`config.mk`:
```
export PLATFORM = sky130hd
export DESIGN_NAME = spcfg_top
export DESIGN_NICKNAME = d
export VERILOG_FILES = /design/src/rtl/spcfg_pkg.sv /design/src/rtl/spcfg_top.sv /design/src/rtl/spcfg_div.sv
export SDC_FILE = /design/constraint.sdc
export NUM_CORES = 1
export LEC_CHECK = 0
export ABC_AREA = 0
export BUFFER_PORTS_ARGS = -buffer_cell sky130_fd_sc_hd__buf_2
export CORE_UTILIZATION = 40
export CTS_BUF_LIST = sky130_fd_sc_hd__clkbuf_16
export CTS_CLUSTER_SIZE = 12
export DETAILED_ROUTE_END_ITERATION = 10
export SLEW_MARGIN = 20
export SYNTH_ARGS = -nofsm -noshare
export SYNTH_HDL_FRONTEND = slang
export SYNTH_SLANG_ARGS = --single-unit
```
`constraint.sdc`:
```
create_clock -name ref_clk -period 4.2 [get_ports ref_clk]
set_input_delay 1.26 -clock ref_clk [delete_from_list [all_inputs] [get_ports ref_clk]]
set_output_delay 1.26 -clock ref_clk [all_outputs]
set_load 0.1 [all_outputs]
```
`src/rtl/spcfg_pkg.sv`:
```
// package: register map, field positions and reset values of the serial port config block
package spcfg_pkg;
  // ---------------------------------------------------------------
  // register map
  // ---------------------------------------------------------------
  localparam logic [3:0] CTRL_ONE_ADDR = 4'h0; // control one
  localparam logic [3:0] CTRL_TWO_ADDR = 4'h1; // control two
  localparam logic [3:0] STATUS_ADDR = 4'h2; // module enable and live state
  localparam logic [3:0] TX_ADDR = 4'h3; // transmit word
  localparam logic [3:0] RX_ADDR = 4'h4; // received word
  // ---------------------------------------------------------------
  // control one fields
  // ---------------------------------------------------------------
  localparam int CLK_REL_BIT = 12;
  localparam int DOUT_REL_BIT = 11;
  localparam int WIDTH_BIT = 10;
  localparam int SMP_BIT = 9;
  localparam int EDGE_BIT = 8;
  localparam int SEL_EN_BIT = 7;
  localparam int POL_BIT = 6;
  localparam int MASTER_BIT = 5;
  localparam int SEC_LSB = 2;
  localparam int PRI_LSB = 0;
  localparam logic [15:0] CTRL_ONE_MASK = 16'h1fff; // 15..13 read zero
  // ---------------------------------------------------------------
  // control two fields
  // ---------------------------------------------------------------
  localparam int FRM_EN_BIT = 15;
  localparam int FRM_DIR_BIT = 14;
  localparam int FRM_POL_BIT = 13;
  localparam int FRM_EDGE_BIT = 1;
  localparam logic [15:0] CTRL_TWO_MASK = 16'he002; // 12..2 and 0 zero
  // ---------------------------------------------------------------
  // status fields
  // ---------------------------------------------------------------
  localparam int EN_BIT = 15;
  localparam int BUSY_BIT = 1;
  localparam int RXF_BIT = 0;
  localparam logic [15:0] CTRL_RESET = 16'h0000;
  localparam logic [15:0] STATUS_WMASK = 16'h8000;
endpackage

```
`src/rtl/spcfg_top.sv`:
```
// module: serial port unit with mode and frame configuration
//
// Contract
// - enable bit hands the four pins to port
// - master drives clock pin, slave receives it
// - clock release stops clock, frees pin
// - data-out release leaves output pin undriven
// - width bit selects 16 or 8 bits
// - sample at end or middle of bit
// - edge bit picks output change transition; code uses it in unframed master only, slave changes on trailing edge
// - select enable uses active-low select pin
// - polarity bit sets clock idle level
// - master bit picks master or slave
// - secondary divider 1 to 8 by code
// - primary divider 1,4,16,64 by code
// - framed mode turns select into frame pulse
// - frame direction: input slave, output master
// - frame polarity high or low active
// - frame pulse with or before first bit; code ignores the edge bit, pulse always with first bit
// - unimplemented bits read zero
//
// Local design decisions: the address map and the address-and-strobe port.
`timescale 1ns/1ps
`default_nettype none
module spcfg_top (
  input wire logic ref_clk,
  input wire logic rstn,
  input wire logic [3:0] addr,
  input wire logic [15:0] wdata,
  input wire logic wr_stb,
  input wire logic rd_stb,
  output logic [15:0] rdata,
  input wire logic sck_in,
  output logic sck_out,
  output logic sck_oe_n,
  output logic sdo_out,
  output logic sdo_oe_n,
  input wire logic sdi_in,
  input wire logic sel_in,
  output logic sel_out,
  output logic sel_oe_n
);
  import spcfg_pkg::*;
  // ---------------------------------------------------------------
  // registers
  // ---------------------------------------------------------------
  logic [15:0] one_reg, one_next; // control one
  logic [15:0] two_reg, two_next; // control two
  logic en_reg, en_next; // module enable
  logic [15:0] tx_reg, tx_next; // word to send
  logic [15:0] rx_reg, rx_next; // last word received
  logic rxf_reg, rxf_next; // receive full
  logic [15:0] rdata_next;
  // named fields
  logic master, width16, input_sample_phase, edge_sel, sel_en, cpol, clk_rel, dout_rel;
  logic frm_en, frm_dir, frm_pol, frm_edge;
  assign master = one_reg[MASTER_BIT];
  assign width16 = one_reg[WIDTH_BIT];
  assign input_sample_phase = one_reg[SMP_BIT];
  assign edge_sel = one_reg[EDGE_BIT] & ~frm_en;
  assign sel_en = one_reg[SEL_EN_BIT];
  assign cpol = one_reg[POL_BIT];
  assign clk_rel = one_reg[CLK_REL_BIT];
  assign dout_rel = one_reg[DOUT_REL_BIT];
  assign frm_en = two_reg[FRM_EN_BIT];
  assign frm_dir = two_reg[FRM_DIR_BIT];
  assign frm_pol = two_reg[FRM_POL_BIT];
  assign frm_edge = two_reg[FRM_EDGE_BIT];
  // ---------------------------------------------------------------
  // pin synchronisers
  // ---------------------------------------------------------------
  logic [2:0] sy1_reg, sy2_reg; // clock, data in, select
  logic sck_d_reg; // previous synchronised clock
  always_ff @(posedge ref_clk or negedge rstn) begin
    if (!rstn) begin
      // select pin idles high; a low here would fake a select
      sy1_reg <= 3'h1;
      sy2_reg <= 3'h1;
      sck_d_reg <= 1'b0;
    end else begin
      sy1_reg <= {sck_in, sdi_in, sel_in};
      sy2_reg <= sy1_reg;
      sck_d_reg <= sy2_reg[2];
    end
  end
  logic s_sck, s_sdi, s_sel;
  assign s_sck = sy2_reg[2];
  assign s_sdi = sy2_reg[1];
  assign s_sel = sy2_reg[0];
  // ---------------------------------------------------------------
  // transfer engine
  // ---------------------------------------------------------------
  logic busy_reg, busy_next; // transfer running
  logic [5:0] ph_reg, ph_next; // half bit phase count
  logic [15:0] sh_reg, sh_next; // shift register
  logic sck_reg, sck_next; // generated clock level (active = 1)
  logic sdo_reg, sdo_next;
  logic fs_reg, fs_next; // frame pulse asserted
  logic pend_reg, pend_next; // sample deferred to end of bit
  logic tick; // half bit enable
  logic [5:0] last_ph; // final half bit index
  logic lead, trail, act_in; // slave edges in active sense
  logic go; // start condition
  logic slv_sel; // slave selected
  logic fs_in; // frame pulse seen
  logic done; // word complete this cycle
  logic tx_pend_reg, tx_pend_next; // word waiting to go
  spcfg_div u_div (
    .ref_clk(ref_clk),
    .rstn(rstn),
    .run(en_reg & master & busy_reg & ~clk_rel),
    .pri_code(one_reg[PRI_LSB +: 2]),
    .sec_code(one_reg[SEC_LSB +: 3]),
    .tick(tick)
  );
  // next state of engine
  always_comb begin
    last_ph = width16 ? 6'h1f : 6'h0f;
    act_in = s_sck ^ cpol;
    lead = (act_in != (sck_d_reg ^ cpol)) & act_in;
    trail = (act_in != (sck_d_reg ^ cpol)) & ~act_in;
    fs_in = (s_sel == frm_pol);
    slv_sel = frm_en ? 1'b1 : (~sel_en | ~s_sel);
    go = ~busy_reg & en_reg & (master ? (tx_pend_reg & ~frm_dir) :
         (frm_en ? (frm_dir & fs_in) : 1'b1));
    busy_next = busy_reg;
    ph_next = ph_reg;
    sh_next = sh_reg;
    sck_next = sck_reg;
    sdo_next = sdo_reg;
    fs_next = fs_reg;
    pend_next = pend_reg;
    rx_next = rx_reg;
    done = 1'b0;
    if (!en_reg) begin
      busy_next = 1'b0;
      sck_next = 1'b0;
      fs_next = 1'b0;
    end else if (go) begin
      busy_next = master | frm_en;
      ph_next = 6'h00;
      sh_next = width16 ? tx_reg : {tx_reg[7:0], 8'h00};
      sdo_next = width16 ? tx_reg[15] : tx_reg[7];
      fs_next = master & frm_en;
      if (!master && !frm_en) begin
        busy_next = 1'b1;
      end
    end else if (busy_reg && master && tick) begin
      ph_next = ph_reg + 6'h01;
      sck_next = ~sck_reg;
      if (!sck_reg) begin
        // entering active half: mid-bit sample unless deferred
        if (input_sample_phase) begin
          pend_next = 1'b1;
        end else begin
          sh_next = {sh_reg[14:0], s_sdi};
        end
        if (edge_sel == 1'b0 && ph_reg != 6'h00) begin
          sdo_next = sh_reg[15];
        end
        // frame pulse held through the first bit, then dropped
        if (ph_reg == 6'h00 && frm_edge) begin
          fs_next = 1'b1;
        end else if (ph_reg >= 6'h01) begin
          fs_next = 1'b0;
        end
      end else begin
        if (pend_reg) begin
          sh_next = {sh_reg[14:0], s_sdi};
          pend_next = 1'b0;
        end
        if (edge_sel) begin
          sdo_next = sh_next[15];
        end
      end
      if (ph_reg == last_ph) begin
        busy_next = 1'b0;
        sck_next = 1'b0;
        done = 1'b1;
      end
    end else if (busy_reg && !master) begin
      if (!slv_sel) begin
        ph_next = 6'h00;
      end else if (lead) begin
        sh_next = {sh_reg[14:0], s_sdi};
        ph_next = ph_reg + 6'h01;
        if (ph_reg[4:0] == last_ph[5:1]) begin
          done = 1'b1;
          ph_next = 6'h00;
        end
      end else if (trail) begin
        sdo_next = sh_reg[15];
      end
    end
    if (done) begin
      rx_next = width16 ? sh_next : {8'h00, sh_next[7:0]};
    end
  end
  // ---------------------------------------------------------------
  // register bus
  // ---------------------------------------------------------------
  // receive full is set here only; the engine just raises done
  always_comb begin
    one_next = one_reg;
    two_next = two_reg;
    en_next = en_reg;
    tx_next = tx_reg;
    tx_pend_next = tx_pend_reg;
    rdata_next = 16'h0000;
    if (go && master) begin
      tx_pend_next = 1'b0;
    end
    if (wr_stb) begin
      unique case (addr)
        CTRL_ONE_ADDR: one_next = wdata & CTRL_ONE_MASK;
        CTRL_TWO_ADDR: two_next = wdata & CTRL_TWO_MASK;
        STATUS_ADDR: en_next = wdata[EN_BIT];
        TX_ADDR: begin
          tx_next = wdata;
          tx_pend_next = 1'b1;
        end
        default: ;
      endcase
    end
    if (rd_stb) begin
      unique case (addr)
        CTRL_ONE_ADDR: rdata_next = one_reg;
        CTRL_TWO_ADDR: rdata_next = two_reg;
        STATUS_ADDR: rdata_next = {en_reg, 13'h0000, busy_reg, rxf_reg};
        RX_ADDR: rdata_next = rx_reg;
        default: rdata_next = 16'h0000;
      endcase
    end
    // set wins over the read clear
    rxf_next = done | (rxf_reg & ~(rd_stb && addr == RX_ADDR));
  end
  // ---------------------------------------------------------------
  // pin drive
  // ---------------------------------------------------------------
  logic sck_o_n, sck_oe_n_n, sdo_oe_n_n, sel_o_n, sel_oe_n_n;
  always_comb begin
    sck_o_n = sck_reg ^ cpol;
    sck_oe_n_n = ~(en_reg & master & ~clk_rel);
    sdo_oe_n_n = ~(en_reg & ~dout_rel);
    sel_o_n = fs_reg ? frm_pol : ~frm_pol;
    sel_oe_n_n = ~(en_reg & frm_en & ~frm_dir);
  end
  // ---------------------------------------------------------------
  // state registers
  // ---------------------------------------------------------------
  always_ff @(posedge ref_clk or negedge rstn) begin
    if (!rstn) begin
      one_reg <= CTRL_RESET;
      two_reg <= CTRL_RESET;
      en_reg <= 1'b0;
      tx_reg <= 16'h0000;
      tx_pend_reg <= 1'b0;
      rx_reg <= 16'h0000;
      rxf_reg <= 1'b0;
      rdata <= 16'h0000;
      busy_reg <= 1'b0;
      ph_reg <= 6'h00;
      sh_reg <= 16'h0000;
      sck_reg <= 1'b0;
      sdo_reg <= 1'b0;
      fs_reg <= 1'b0;
      pend_reg <= 1'b0;
      sck_out <= 1'b0;
      sck_oe_n <= 1'b1;
      sdo_out <= 1'b0;
      sdo_oe_n <= 1'b1;
      sel_out <= 1'b1;
      sel_oe_n <= 1'b1;
    end else begin
      one_reg <= one_next;
      two_reg <= two_next;
      en_reg <= en_next;
      tx_reg <= tx_next;
      tx_pend_reg <= tx_pend_next;
      rx_reg <= rx_next;
      rxf_reg <= rxf_next;
      rdata <= rdata_next;
      busy_reg <= busy_next;
      ph_reg <= ph_next;
      sh_reg <= sh_next;
      sck_reg <= sck_next;
      sdo_reg <= sdo_next;
      fs_reg <= fs_next;
      pend_reg <= pend_next;
      sck_out <= sck_o_n;
      sck_oe_n <= sck_oe_n_n;
      sdo_out <= sdo_next;
      sdo_oe_n <= sdo_oe_n_n;
      sel_out <= sel_o_n;
      sel_oe_n <= sel_oe_n_n;
    end
  end
endmodule
`default_nettype wire

```
`src/rtl/spcfg_div.sv`:
```
// module: two-stage prescaler giving one-cycle half bit period enables
`timescale 1ns/1ps
`default_nettype none
module spcfg_div (
  input wire logic ref_clk,
  input wire logic rstn,
  input wire logic run,
  input wire logic [1:0] pri_code,
  input wire logic [2:0] sec_code,
  output logic tick
);
  import spcfg_pkg::*;
  // ---------------------------------------------------------------
  // prescale counter
  // ---------------------------------------------------------------
  logic [8:0] cnt_reg; // cycles since last tick
  logic [8:0] cnt_next;
  logic [8:0] limit; // ratio minus one
  logic [6:0] pri_ratio; // 1,4,16,64
  logic [3:0] sec_ratio; // 1..8
  logic tick_next;
  // decode ratios and count
  always_comb begin
    unique case (pri_code)
      2'h3: pri_ratio = 7'h01;
      2'h2: pri_ratio = 7'h04;
      2'h1: pri_ratio = 7'h10;
      default: pri_ratio = 7'h40;
    endcase
    sec_ratio = 4'h8 - {1'b0, sec_code}; // 111 -> 1, 000 -> 8
    limit = 9'(pri_ratio * sec_ratio) - 9'h001;
    tick_next = 1'b0;
    cnt_next = cnt_reg;
    if (!run) begin
      cnt_next = 9'h000;
    end else if (cnt_reg >= limit) begin
      cnt_next = 9'h000;
      tick_next = 1'b1;
    end else begin
      cnt_next = cnt_reg + 9'h001;
    end
  end
  // register
  always_ff @(posedge ref_clk or negedge rstn) begin
    if (!rstn) begin
      cnt_reg <= 9'h000;
      tick <= 1'b0;
    end else begin
      cnt_reg <= cnt_next;
      tick <= tick_next;
    end
  end
endmodule
`default_nettype wire

```
# After elaboration in Yosys (flattened, before gate mapping)
# Cells that the tools add are included.
# totals
register_bits	117
inputBits	27
output_inout_bits	22
word_cells	185
# op_classes
n_addsub	4
mul	1
magnitude_cmp	2
n_eq_ne	21
muxes	67
n_bitwise	38
n_reduce_logical	27
# ops
op	n
16-bit 2-to-1 mux	12
16-bit case mux with 4 select lines	1
1-bit 2-to-1 mux	44
6-bit 2-to-1 mux	6
7-bit case mux with 3 select lines	1
9-bit 2-to-1 mux	2
1-bit AND	16
1-bit inverter	16
2-bit AND reduction	6
9-bit by 1-bit adder with 9-bit output (second input constant)	1
9-bit >= comparator	1
7-bit by 4-bit multiplier with 9-bit output	1
3-bit by 1-bit inequality test with 1-bit output (second input constant)	3
3-bit nonzero test	3
9-bit by 1-bit subtractor with 9-bit output (second input constant)	1
4-bit by 2-bit equality test with 1-bit output (second input constant)	2
1-bit logical AND	8
4-bit by 3-bit inequality test with 1-bit output (second input constant)	2
7-bit AND reduction	1
6-bit by 1-bit adder with 6-bit output (second input constant)	1
6-bit by 5-bit equality test with 1-bit output	1
6-bit by 1-bit >= comparator with 1-bit output (second input constant)	1
6-bit logical NOT	1
3-bit AND reduction	2
21 further kinds	27

# Depth between registers and ports, before layout
# logic_depth
depth_word	10
ltp_mapped	19
mapped_depth_nobuf	19

# Cells and area by module
# From an unflattened synthesis, not the netlist that was laid out.
# hier_totals
hier_cells	583
hier_area_um2	6409.9
# modules_own_cells
mod	instances	cells_per_inst	area_per_inst_um2	seq_area_each_um2
spcfg_top	1	440	5104.9	2685.1
spcfg_div	1	143	1305.0	250.2

# Worst setup path after synthesis
# Ideal clock, no wire load.
# synth_path
path_kind	reg-to-reg
start	register one_reg[2]
end	register u_div.cnt_reg[1]
setup_ns	0.091
t_arrival_ns	4.243
required_time_ns	4.109
slack_ns	-0.134
path_stages_with_launch	17
path_buffers	0
period_less_slack_ns	4.334
cell_sequence	dfrtp_1 inv_1 ha_1 xor2_1 or3b_2 fa_1 inv_1 ha_1 ha_1 a21oi_1 o21ai_0 xnor2_1 ha_1 or4_1 a221oi_1 a21oi_1 nor3b_1
# synth_between
elab_chain_len	6
# synth_lines
element	line	text
start: declaration	spcfg_top.sv:47	logic [15:0] one_reg, one_next;
start signal: assignment	spcfg_top.sv:275	one_reg <= one_next;
4-bit by 3-bit subtractor with 4-bit output	spcfg_div.sv:30	sec_ratio = 4'h8 - {1'b0, sec_code};
7-bit by 4-bit multiplier with 9-bit output	spcfg_div.sv:31	limit = 9'(pri_ratio * sec_ratio) - 9'h001;
9-bit by 1-bit subtractor with 9-bit output	spcfg_div.sv:31	
9-bit >= comparator	spcfg_div.sv:36	end else if (cnt_reg >= limit) begin
9-bit 2-to-1 mux	spcfg_div.sv:36	
9-bit 2-to-1 mux	spcfg_div.sv:34	if (!run) begin
via u_div.cnt_next[1]	spcfg_div.sv:17	logic [8:0] cnt_next;
end signal: assignment	spcfg_div.sv:49	cnt_reg <= cnt_next;
end: declaration	spcfg_div.sv:16	logic [8:0] cnt_reg;
# The timed path passes the listed nets, and every way through them passes these cells.
# A chain may end at the register's enable or synchronous reset.

# Worst setup path in the final report
# layout_path
start	register one_reg[2]
end	register u_div.cnt_reg[7]
# The elaborated chain is that of the path after synthesis.

==> summary.md <==
| Metric | Value |
|---|---|
| Hold endpoint | `sy2_reg[1]` |
| Type of origin of the critical path | `register` |
| CP Class | `reg2reg` |
| Peak supply drop | `between 0.0002 and 0.0003 V` |
| Hold Path Origin | `sy1_reg[1]` |
| TritonCTS buffer count | `17` |
| Cells after Synth | `between 500 and 600` |
| Sw Share | `about a third` |
| Number of flops mapped to enable cells by yosys | `0` |
| Die H | `approximately 120 um` |
| Rows | `44` |
| Clk buf depth | `2` |
| Post-route cell area | `0.007335 mm^2` |
| H-Tree Depth | `4` |
| Total GRT Usage | `between 20% and 30%` |
| Critical-path top delay cell | `fa_1` |
| Most common cell after layout, fill and taps aside | `dfrtp_1` |
| Leak | `between 3 and 4 nW` |
| Clock power share | `roughly a third` |
| CTS tree | `yes` |
| Max-cap violation count | `0` |
| Worst rel slew slack | `between 30% and 40%` |
| Vias in the first global route | `about 4700` |
| Routed len/inst | `between 15 and 20 um` |
| Grt ovf | `0` |
| Core area | `0.01459 mm^2` |
| DP Area | `around 0.0065 mm^2` |
| Ant. Diodes | `0` |
| Cell Area, Synth | `about 0.006 mm^2` |
| Final worst slack | `around 0.14 ns` |
| Fillers | `approximately 1300` |
| Post-Syn Nets | `about 620` |
| Pint | `between 0.003 and 0.004 W` |
| Critical-path cell list | `inv_1, ha_1, xor2_1, or3b_4, fa_1, inv_1, ha_4, ha_4, a21oi_2, o21ai_2, xnor2_1, ha_2, or4_4, a221oi_4, a21oi_4, nor3_2` |
| PwrDens | `639.4 mW/mm^2` |
| Final Wtd Congestion | `0.8847` |
| Synth cell types | `68` |
| FF+latch area | `roughly 0.0029 mm^2` |
| Sw Pwr | `0.001648 W` |
| Pre-CTS setup slack | `-0.03551 ns` |
| Crit path DAT | `between 4 and 5 ns` |
| Initial DRT Pass Iterations | `5` |
| Reg2reg end | `u_div.cnt_reg[7]` |
| Post-Synth Adder-Cell Area | `6.825%` |
| Crit-path max FO | `5` |
| Initial antenna violation count | `0` |
| Initial core utilization | `between 40% and 50%` |
| Initial drt markers | `372` |
| Io pins | `49` |
| Largest net degree at the start of global routing | `63` |
| Clk_lat worst skew | `around 0.42 ns` |
| Total power | `about 0.0047 W` |
| Crit. End Element | `register` |
| Final Hold Vio Count | `0` |
| Final Critical Period | `4.057 ns` |
| Crit-path max cell delay | `between 0.5 and 0.6 ns` |
| Routed WL | `around 15 mm` |
| Avg Inst Size Synth | `approximately 11 um^2` |
| Hold WS | `approximately 0.35 ns` |
| Hold crit path type | `reg2reg` |
| #FFs+latches synth | `117` |
| Detail Placement HPWL | `approximately 11 mm` |
| CTS Sinks | `approximately 120` |
| Compound-cell area share of the yosys netlist | `between 10% and 20%` |
| CTS root buf | `clkbuf_16` |
| Worst R2R Path Depth | `16` |
| FF-to-FF Start | `one_reg[2]` |
| Primary FF master, synth | `dfrtp_1` |
| CTS Hold Bufs | `0` |
| Post-Synth XOR/XNOR Area | `~3.2%` |
| Combinational share of power | `roughly 34%` |
| Post-synthesis simple-gate area fraction | `roughly 14%` |
| Tightest Pin Transition | `between 0.9 and 1 ns` |
| NumNets Final | `681` |
| Final setup viols | `0` |
| First-pass GRT wire length | `approximately 25 mm` |
| Largest family of logic cells by synthesized area | `compound AO/OA/AOI/OAI gates` |
| Fin crit share | `a little over nine tenths` |
| Area grow syn2layout | `21.97%` |
| Multi-input gate area in the final layout | `approximately 0.003 mm^2` |
| Max Transition Viols Final | `0` |
| Yosys warnings | `0` |
| Share of cells above drive strength 1 | `27.74%` |
| Worst Path Required | `between 4 and 5 ns` |
| Die width | `between 100 and 150 um` |
| Seq pwr share | `between 30% and 40%` |
| Final antenna-violating net count | `0` |
| Die area | `about 0.016 mm^2` |
| Status | `finished clean` |
| R2r setup slk | `about 0.14 ns` |
| Drt via density | `about 5.6` |
| # DRC | `0` |
| CTS clk-pin slew, worst paths | `~0.050 ns` |
| Vias | `between 4000 and 5000` |
| Commonest non-fill, non-tap cells in the layout | `dfrtp_1, nor2_1, buf_2` |
| Setup TNS | `0 ns` |
| Async SR Flop Fraction | `100.0%` |
| Hold path cells | `0` |
| Post-synthesis sequential area ratio | `48.81%` |
| Multiplexer share of the synthesized area | `7.740%` |
| Clk_skew | `0.01193 ns` |
| Fmax | `246.5 MHz` |
| PortBufs | `48` |
## kinds of logic after synthesis
group | after synthesis
XOR/XNOR | 22
buffers and inverters | 50
AO/OA/AOI/OAI | 136
adder cells (fa/ha/maj) | 30
multiplexers | 42
flip-flops | 117
AND/OR/NAND/NOR | 168
## cell type report
type	instances	share of cell area (%)
Multi-Input combinational cell	399	41.93
Sequential cell	117	40.04
Clock buffer	17	5.800
Timing Repair Buffer	64	5.220
Tap cell	184	3.139
Clock inverter	15	2.542
Inverter	26	1.331
## metal layers
metal	global-route usage [%]	vias up	routed length, um
met5	0	-	0
li1	-	2180	-
met2	31.56	151	7198
met3	4.210	21	841
met1	27.73	2268	6935
met4	8.646	0	273
## worst max-delay path by stage
stage	slack, ns	cells after the start	start	end
floorplan	0.07	16	one_reg[2]	u_div.cnt_reg[1]
global placement	0.09	16	one_reg[2]	u_div.cnt_reg[1]
detailed placement	-0.04	16	one_reg[2]	u_div.cnt_reg[1]
CTS	0.02	16	one_reg[2]	u_div.cnt_reg[8]
global route	-0.04	16	one_reg[2]	u_div.cnt_reg[1]
finish	0.14	16	one_reg[2]	u_div.cnt_reg[7]
## repair_timing
action,4_1_cts,5_1_grt
endpoints found under the setup margin,8,10
setup buffers,0,3
pin swaps,2,13
gates resized for setup,9,23
cloned,1,0
## worst max-delay path: cells and delay by family, from the launching register on
kind	cells	cell delay, ns
xor+xnor	2	0.31
flops	1	0.34
buf+inv	2	0.13
simple gates	3	1.09
compound gates	4	0.70
fa+ha+maj	5	1.43
## per-stage QoR
step / instances / utilization, %
4_1_cts: 819 / 49.26
5_1_grt: 822 / 50.27
3_5_place_dp: 786 / 44.61
6_report: 822 / 50.27
2_1_floorplan: 565 / -
3_3_place_gp: 785 / 44.50
## cells in the mapped netlist (7+ instances only)
cell / instances / area [um^2]
a21oi_1: 22 / 110.1
a221oi_1: 9 / 78.83
a22oi_1: 16 / 120.1
a2bb2oi_1: 10 / 87.58
a31oi_1: 14 / 87.58
and2_1: 7 / 43.79
clkbuf_1: 17 / 63.81
dfrtp_1: 111 / 2778
ha_1: 24 / 300.3
inv_1: 25 / 93.84
mux2_2: 36 / 405.4
nand2_1: 33 / 123.9
nand2b_1: 10 / 62.56
nand3_1: 12 / 60.06
nor2_1: 54 / 202.7
nor2b_1: 8 / 50.05
nor3_1: 13 / 65.06
o21ai_0: 19 / 95.09
o22ai_1: 13 / 81.33
xnor2_1: 10 / 87.58
xor2_1: 12 / 105.1
## power by group through the flow
stage               Combinational (W)  Sequential (W)  Clock (W)
floorplan                    0.000971         0.00164          0
global placement              0.00132         0.00163          0
detailed placement            0.00136         0.00163          0
CTS                           0.00142         0.00162    0.00152
global route                  0.00173         0.00166    0.00157
finish                        0.00157         0.00163    0.00150
(Power assumes the default switching activity.)
